**src/dac_host_consts.svh**
```systemverilog
// Named constants of the converter host controller: register offsets, fields, timing.
// Assumes a 40 MHz system clock and a 32-bit classic Wishbone register port.
`ifndef DAC_HOST_CONSTS_SVH
`define DAC_HOST_CONSTS_SVH
`define DAC_ADR_W        8
`define DAC_OFS_DATA     8'h00
`define DAC_OFS_CMD      8'h04
`define DAC_OFS_CTRL     8'h08
`define DAC_OFS_STATUS   8'h0C
`define DAC_OFS_RDATA    8'h10
`define DAC_CMD_CHAN_LSB 0
`define DAC_CMD_OP_LSB   2
`define DAC_CTRL_PD_N    0
`define DAC_CTRL_EN      1
`define DAC_STAT_BUSY    0
`define DAC_STAT_VALID   1
`define DAC_CLK_NS       25
`define DAC_PD_EXIT_NS   5000
`define DAC_PD_EXIT_CYC  ((`DAC_PD_EXIT_NS + `DAC_CLK_NS - 1) / `DAC_CLK_NS)
`define DAC_SETUP_CYC    2
`define DAC_STROBE_CYC   2
`define DAC_SYNC_CYC     2
`define DAC_RECOV_CYC    2
`define DAC_CNT_W        8
`endif

```
**src/dac_host_pkg.sv**
```systemverilog
// Types shared by the converter host controller.
// Assumes the constants header is included wherever these types meet numbers.
package dac_host_pkg;
   typedef enum logic [1:0] {
      ST_IDLE    = 2'b00,
      ST_SETUP   = 2'b01,
      ST_STROBE  = 2'b10,
      ST_RECOVER = 2'b11
   } seq_state_t;

   typedef enum logic [2:0] {
      OP_NONE  = 3'b000,
      OP_WRITE = 3'b001,
      OP_READ  = 3'b010,
      OP_LOAD  = 3'b011,
      OP_RESET = 3'b100
   } dac_op_t;

   // Control pins toward the converter, all driven by the host.
   typedef struct packed {
      logic       cs_n;
      logic       rw;
      logic       load_output_strobe;
      logic       rst;
      logic       power_down_n;
      logic       channel_sel_msb;
      logic       channel_sel_lsb;
   } dac_ctl_t;

   typedef struct packed {
      logic              ack;
      logic [31:0]       rdat;
      seq_state_t        seq;
      dac_op_t           op;
      logic [1:0]        chan;
      logic [15:0]       wdata;
      logic [15:0]       rbuf;
      logic [7:0]        cnt;
      logic [7:0]        pd_cnt;
      logic              valid;
      logic              en;
      dac_ctl_t          ctl;
      logic [15:0]       dout;
      logic              doe;
      logic [15:0]       sync1;
      logic [15:0]       sync2;
   } host_state_t;
endpackage

```
**src/dac_host_ctrl.sv**
```systemverilog
// Host controller for a quad 16-bit parallel converter, driven by Wishbone registers.
// Assumes a 40 MHz clock, a synchronous active-high reset and a converter on the pins.
//
// Decided for this implementation: the Wishbone interface to the registers and the placing of the registers.
`timescale 1ns/100ps
`include "dac_host_consts.svh"

module dac_host_ctrl
   import dac_host_pkg::*;
#(
   parameter logic [7:0] PD_EXIT_CYC = 8'(`DAC_PD_EXIT_CYC),
   parameter logic [7:0] SETUP_CYC   = 8'(`DAC_SETUP_CYC),
   parameter logic [7:0] STROBE_CYC  = 8'(`DAC_STROBE_CYC),
   parameter logic [7:0] RECOV_CYC   = 8'(`DAC_RECOV_CYC)
)
(
   input  wire logic                   clk_i,
   input  wire logic                   rst_i,
   input  wire logic                   wb_cyc_i,
   input  wire logic                   wb_stb_i,
   input  wire logic                   wb_we_i,
   input  wire logic [`DAC_ADR_W-1:0]  wb_adr_i,
   input  wire logic [3:0]             wb_sel_i,
   input  wire logic [31:0]            wb_dat_i,
   output logic      [31:0]            wb_dat_o,
   output logic                        wb_ack_o,
   output dac_ctl_t                    ctl_o,
   output logic      [15:0]            data_o,
   output logic                        data_oe_o,
   input  wire logic [15:0]            data_i
);

   host_state_t state_reg;
   host_state_t state_next;

   logic        req;
   logic        wr;
   logic        busy;
   logic [7:0]  read_hold;

   // A read keeps chip select low long enough for the bus to cross both sync stages.
   assign read_hold = 8'(STROBE_CYC + 8'(`DAC_SYNC_CYC));

   // A new request is one the slave has not yet answered; ack drops the next cycle.
   assign req  = wb_cyc_i && wb_stb_i && !state_reg.ack;
   assign wr   = req && wb_we_i;
   assign busy = (state_reg.seq != ST_IDLE);

   // Register read mux; unmapped offsets read as zero.
   function automatic logic [31:0] read_mux(input host_state_t s, input logic [7:0] adr);
      logic [31:0] v;
      v = 32'h0000_0000;
      unique case (adr)
         `DAC_OFS_DATA:   v[15:0] = s.wdata;
         `DAC_OFS_CMD:    v[4:0]  = {s.op, s.chan};
         `DAC_OFS_CTRL:   v[1:0]  = {s.en, s.ctl.power_down_n};
         `DAC_OFS_STATUS: v[1:0]  = {s.valid, s.seq != ST_IDLE};
         `DAC_OFS_RDATA:  v[15:0] = s.rbuf;
         default:         v       = 32'h0000_0000;
      endcase
      return v;
   endfunction

   // Whole next-state computation: bus slave, pin sequencer, power-down timer.
   always_comb
   begin
      state_next       = state_reg;
      state_next.ack   = req;
      state_next.sync1 = data_i;
      state_next.sync2 = state_reg.sync1;

      if (req && !wb_we_i)
      begin
         state_next.rdat = read_mux(state_reg, wb_adr_i);
      end

      // Write data register; the code passes through as plain unsigned binary.
      if (wr && wb_adr_i == `DAC_OFS_DATA)
      begin
         if (wb_sel_i[0])
         begin
            state_next.wdata[7:0] = wb_dat_i[7:0];
         end
         if (wb_sel_i[1])
         begin
            state_next.wdata[15:8] = wb_dat_i[15:8];
         end
      end

      // Control register: interface enable and the power-down pin level.
      if (wr && wb_adr_i == `DAC_OFS_CTRL && wb_sel_i[0])
      begin
         state_next.en               = wb_dat_i[`DAC_CTRL_EN];
         state_next.ctl.power_down_n = wb_dat_i[`DAC_CTRL_PD_N];
      end

      // Leaving power-down restarts the exit wait; the output registers are not touched.
      if (!state_reg.ctl.power_down_n)
      begin
         state_next.valid  = 1'b0;
         state_next.pd_cnt = PD_EXIT_CYC;
      end
      else if (state_reg.pd_cnt != 8'h00)
      begin
         state_next.pd_cnt = state_reg.pd_cnt - 8'h01;
         state_next.valid  = 1'b0;
      end
      else
      begin
         state_next.valid = 1'b1;
      end

      // Pin sequencer; a command written while busy or disabled is dropped.
      unique case (state_reg.seq)
         ST_IDLE:
         begin
            if (wr && wb_adr_i == `DAC_OFS_CMD && wb_sel_i[0] && state_reg.en)
            begin
               state_next.chan                = wb_dat_i[`DAC_CMD_CHAN_LSB +: 2];
               state_next.op                  = dac_op_t'(wb_dat_i[`DAC_CMD_OP_LSB +: 3]);
               state_next.ctl.channel_sel_msb = wb_dat_i[`DAC_CMD_CHAN_LSB + 1];
               state_next.ctl.channel_sel_lsb = wb_dat_i[`DAC_CMD_CHAN_LSB];
               state_next.cnt                 = SETUP_CYC;
               unique case (dac_op_t'(wb_dat_i[`DAC_CMD_OP_LSB +: 3]))
                  OP_WRITE:
                  begin
                     state_next.dout   = state_reg.wdata;
                     state_next.doe    = 1'b1;
                     state_next.ctl.rw = 1'b0;
                     state_next.seq    = ST_SETUP;
                  end
                  OP_READ:
                  begin
                     state_next.doe    = 1'b0;
                     state_next.ctl.rw = 1'b1;
                     state_next.seq    = ST_SETUP;
                  end
                  OP_LOAD:
                  begin
                     state_next.ctl.load_output_strobe = 1'b1;
                     state_next.cnt                    = STROBE_CYC;
                     state_next.seq                    = ST_STROBE;
                  end
                  OP_RESET:
                  begin
                     state_next.ctl.rst = 1'b1;
                     state_next.cnt     = STROBE_CYC;
                     state_next.seq     = ST_STROBE;
                  end
                  default:
                  begin
                     state_next.op = OP_NONE;
                  end
               endcase
            end
         end
         ST_SETUP:
         begin
            if (state_reg.cnt > 8'h01)
            begin
               state_next.cnt = state_reg.cnt - 8'h01;
            end
            else
            begin
               state_next.ctl.cs_n = 1'b0;
               state_next.cnt      = (state_reg.op == OP_READ) ? read_hold : STROBE_CYC;
               state_next.seq      = ST_STROBE;
            end
         end
         ST_STROBE:
         begin
            if (state_reg.cnt > 8'h01)
            begin
               state_next.cnt = state_reg.cnt - 8'h01;
            end
            else
            begin
               // Sampling the second stage keeps a changing bus away from logic.
               if (state_reg.op == OP_READ)
               begin
                  state_next.rbuf = state_reg.sync2;
               end
               state_next.ctl.cs_n               = 1'b1;
               state_next.ctl.load_output_strobe = 1'b0;
               state_next.ctl.rst                = 1'b0;
               state_next.cnt                    = RECOV_CYC;
               state_next.seq                    = ST_RECOVER;
            end
         end
         ST_RECOVER:
         begin
            if (state_reg.cnt > 8'h01)
            begin
               state_next.cnt = state_reg.cnt - 8'h01;
            end
            else
            begin
               state_next.doe    = 1'b0;
               state_next.ctl.rw = 1'b0;
               state_next.seq    = ST_IDLE;
            end
         end
      endcase

      // Until software says the supplies are up every pin toward the converter is low.
      if (!state_next.en)
      begin
         state_next.ctl  = '0;
         state_next.dout = 16'h0000;
         state_next.doe  = 1'b0;
         state_next.seq  = ST_IDLE;
      end
      else if (!state_reg.en)
      begin
         state_next.ctl.cs_n = 1'b1;           // Idle: chip select high, read/write low.
      end
   end

   // Single state register; reset leaves all converter pins low.
   always_ff @(posedge clk_i)
   begin
      if (rst_i)
      begin
         state_reg        <= '0;
         state_reg.pd_cnt <= PD_EXIT_CYC;
      end
      else
      begin
         state_reg <= state_next;
      end
   end

   // Outputs come straight from the state register.
   assign wb_ack_o  = state_reg.ack;
   assign wb_dat_o  = state_reg.rdat;
   assign ctl_o     = state_reg.ctl;
   assign data_o    = state_reg.dout;
   assign data_oe_o = state_reg.doe;
endmodule

```
**config.mk**
```make
export PLATFORM = sky130hd
export DESIGN_NAME = dac_host_ctrl
export DESIGN_NICKNAME = d
export VERILOG_FILES = /design/src/dac_host_pkg.sv /design/src/dac_host_ctrl.sv
export VERILOG_INCLUDE_DIRS = /design/src /design/src/src
export SDC_FILE = /design/constraint.sdc
export NUM_CORES = 1
export LEC_CHECK = 0
export ABC_AREA = 1
export BUFFER_PORTS_ARGS = -buffer_cell sky130_fd_sc_hd__buf_2
export CAP_MARGIN = 20
export CELL_PAD_IN_SITES_DETAIL_PLACEMENT = 0
export CELL_PAD_IN_SITES_GLOBAL_PLACEMENT = 2
export CORE_ASPECT_RATIO = 1.5
export CORE_MARGIN = 4
export CORE_UTILIZATION = 28
export CTS_BUF_LIST = sky130_fd_sc_hd__clkbuf_16
export DETAILED_ROUTE_END_ITERATION = 8
export PLACE_DENSITY_LB_ADDON = 0.1
export RECOVER_POWER = 100
export SLEW_MARGIN = 10
export SYNTH_ARGS = -nofsm -noshare
export SYNTH_HDL_FRONTEND = slang
export SYNTH_SLANG_ARGS = --single-unit
```
**constraint.sdc**
```tcl
create_clock -name clk_i -period 1.7 [get_ports clk_i]
set_clock_uncertainty 0.05 [all_clocks]
set_input_delay 0.255 -clock clk_i [delete_from_list [all_inputs] [get_ports clk_i]]
set_output_delay 0.255 -clock clk_i [all_outputs]
set_load 0.01 [all_outputs]
```
==> impl_metrics.toml <==
[worst_setup_path]
crit_type = "flop to flop"
required_ps = 1950
path_delay_family = "buffers and inverters"
critPathArrivalTime_ps = 1940
critPathLaunchType = "flop"
reg2reg_setup_slack_ps = 8
path_buf_inv = 4
worstPathCellList = "inv_4, ha_4, nor2_2, nor2_1, nand2_2, buf_6, inv_4, nand3_4, buf_12, o21ai_1, a21oi_1"
path_depth = 11
crit_path_end_kind = "flop"
cp_slowest_cell = "dfxtp_4"
critPathMaxStageDelay_ps = 360
r2r_cells = 11
cp_max_fo = 8
cpMostUsedCell = "inv_4"

[logic_synthesis]
synthCells = 756
synth-edff-count = 0
synth_area_leaders = "dfxtp_1 45%, nand2_1 8.5%, buf_4 7.4%"
ys.flop_type = "dfxtp_1"
yosysSeqAreaShare = 0.448
ys_seq_elements = 130
synth-warning-count = 0
synthesis.area_um2 = 5810
avgSynthCellArea_um2 = 7.68
ys_types = 39
yosys.area.top_type = "dfxtp_1"
ys_async_sr_fraction = 0
synth_top_area_frac = 0.448

[timing]
fmax_ghz = 0.591
tns_ps = 0
maxSlewViolCount = 0
hold_violations = 0
min_period_over_period = 0.995
rsz0062_at_grt = "true"
setup_viol = 0
period_minus_slack_ps = 1690

[power_and_ir_drop]
power_mw = 6.97
swShare = 0.230
intPower_mw = 5.37
power_density_nw_per_um2 = 939
pwr-share-seq = 0.447
peakVddDrop_mv = 0.639
power_leakage_nw = 3.04
power_frac_clock = 0.506
p_sw_mw = 1.60
combPwrFrac = 0.047

[drt]
viasPerCell = 4.34
drt-initial-drc-count = 216
num_vias = 4961
route.detailed.drc = 0
wire_per_inst_um = 13.5
first_pass_iters = 4
routed_wl_mm = 15.5
antenna_left = 0

[floorplan]
die_h_um = 184
die_w_um = 126
coreArea_um2 = 20400
die_area_um2 = 23200
ios = 122
num_rows = 64
start_util = 0.284

[global_routing]
antenna_found_initial = 0
grtUsageTotal = 0.137
grt_pass1_vias = 4992
grt-ovfl-total = 0
grt_pass1_wl_mm = 25.5
grt_max_degree = 58

[cells_and_area]
drive_gt1_frac = 0.226
fin_area_um2 = 7420
instances_no_fill = 1143
largest_register_ff_count = 73
final_util = 0.364
layout_common_cells = "128 x nand2_1, 128 x dfxtp_1, 101 x inv_1, 85 x nor2_1, 50 x a21oi_1"
syn2layout_area_growth_pct = 27.9
fin_nets = 939
antenna_cells = 0

[cts]
cts_inserted_buffers = 17
cts_root_buffer = "clkbuf_16"
cts_tree = "done"
clockBufferDepth = 2
clock_latency_ps = 410
h-tree-depth = 4
clk_pin_slew_ps = 60
cts.sinks = 130

[status]
outcome = "completed"

[flow_run]
maxCapViolations = 0

[placed_design]
dpl_cell_area_um2 = 6530
dpl.hpwl_mm = 11.8
place_congestion = 0.790
port-buffer-count = 87
dp.cells = 1088

[hold_path]
min_path_type = "primary input to flop"
hold_depth = 3
final timing paths:
kind / to / from
min reg2reg: state_reg[15] / state_next[15]
min: state_next[7] / data_i[7]
max: state_reg[80] / state_reg[66]
max reg2reg: state_reg[80] / state_reg[66]
area by class of cell:
type | instances | area (µm²)
Sequential cell | 130 | 2610
Multi-Input combinational cell | 455 | 2450
Timing Repair Buffer | 157 | 1070
Inverter | 106 | 405
Clock buffer | 17 | 425
Fill cell | 2230 | 13000
Tap cell | 264 | 330
Clock inverter | 14 | 141
power by group through the flow:
stage / Sequential (mW) / Combinational (mW) / Clock (mW)
6_report: 3.12 / 0.326 / 3.53
4_1_cts: 3.12 / 0.340 / 3.64
3_5_place_dp: 3.18 / 0.306 / 0
2_1_floorplan: 3.18 / 0.204 / 0
3_3_place_gp: 3.18 / 0.303 / 0
5_1_grt: 3.12 / 0.370 / 3.78
worst min-delay path, stage by stage:
cell	delay, ps
buf_2	80
inv_1	40
nor2_1	70
synth_stat cells, drive strengths merged (7+ instances only):
cell type,n
nor3,10
nand2,135
ha,7
nand3,13
dfxtp,130
clkbuf,14
nand4,11
a21oi,74
inv,105
o21ai,62
o221ai,11
buf,66
nor2,98
metal layers:
layer | part of all wire | global-route usage | vias to the layer above
met5 | 0 | 0 | -
met4 | 0.016 | 0.0499 | 0
met3 | 0.039 | 0.0354 | 17
met2 | 0.52 | 0.245 | 75
met1 | 0.42 | 0.158 | 2302
li1 | - | - | 2567
kinds of logic after synthesis:
group,synth area share
fa+ha+maj,0.0151
other cells,0.000646
compound gates,0.168
flops,0.448
buf+inv,0.161
simple gates,0.203
xor+xnor,0.00453
stage by stage:
| stage | hold WS [ps] | worst slack [ps] |
|---|---|---|
| after global routing | 16.2 | -64.5 |
| after detailed placement | 348 | -121 |
| after global placement | 348 | -78.3 |
| after CTS | 3.53 | -19.8 |
| after floorplan | 312 | 59.8 |
| final | 21.5 | 8.16 |
what timing repair did:
item	in CTS	in global routing
endpoints found under the hold margin	15	0
pin swaps	4	9
gates resized for setup	30	31
hold buffers	15	0
cloned	2	0
setup buffers	3	5
endpoints found under the setup margin	22	71
No activity file was read; power rests on OpenSTA's default activity.
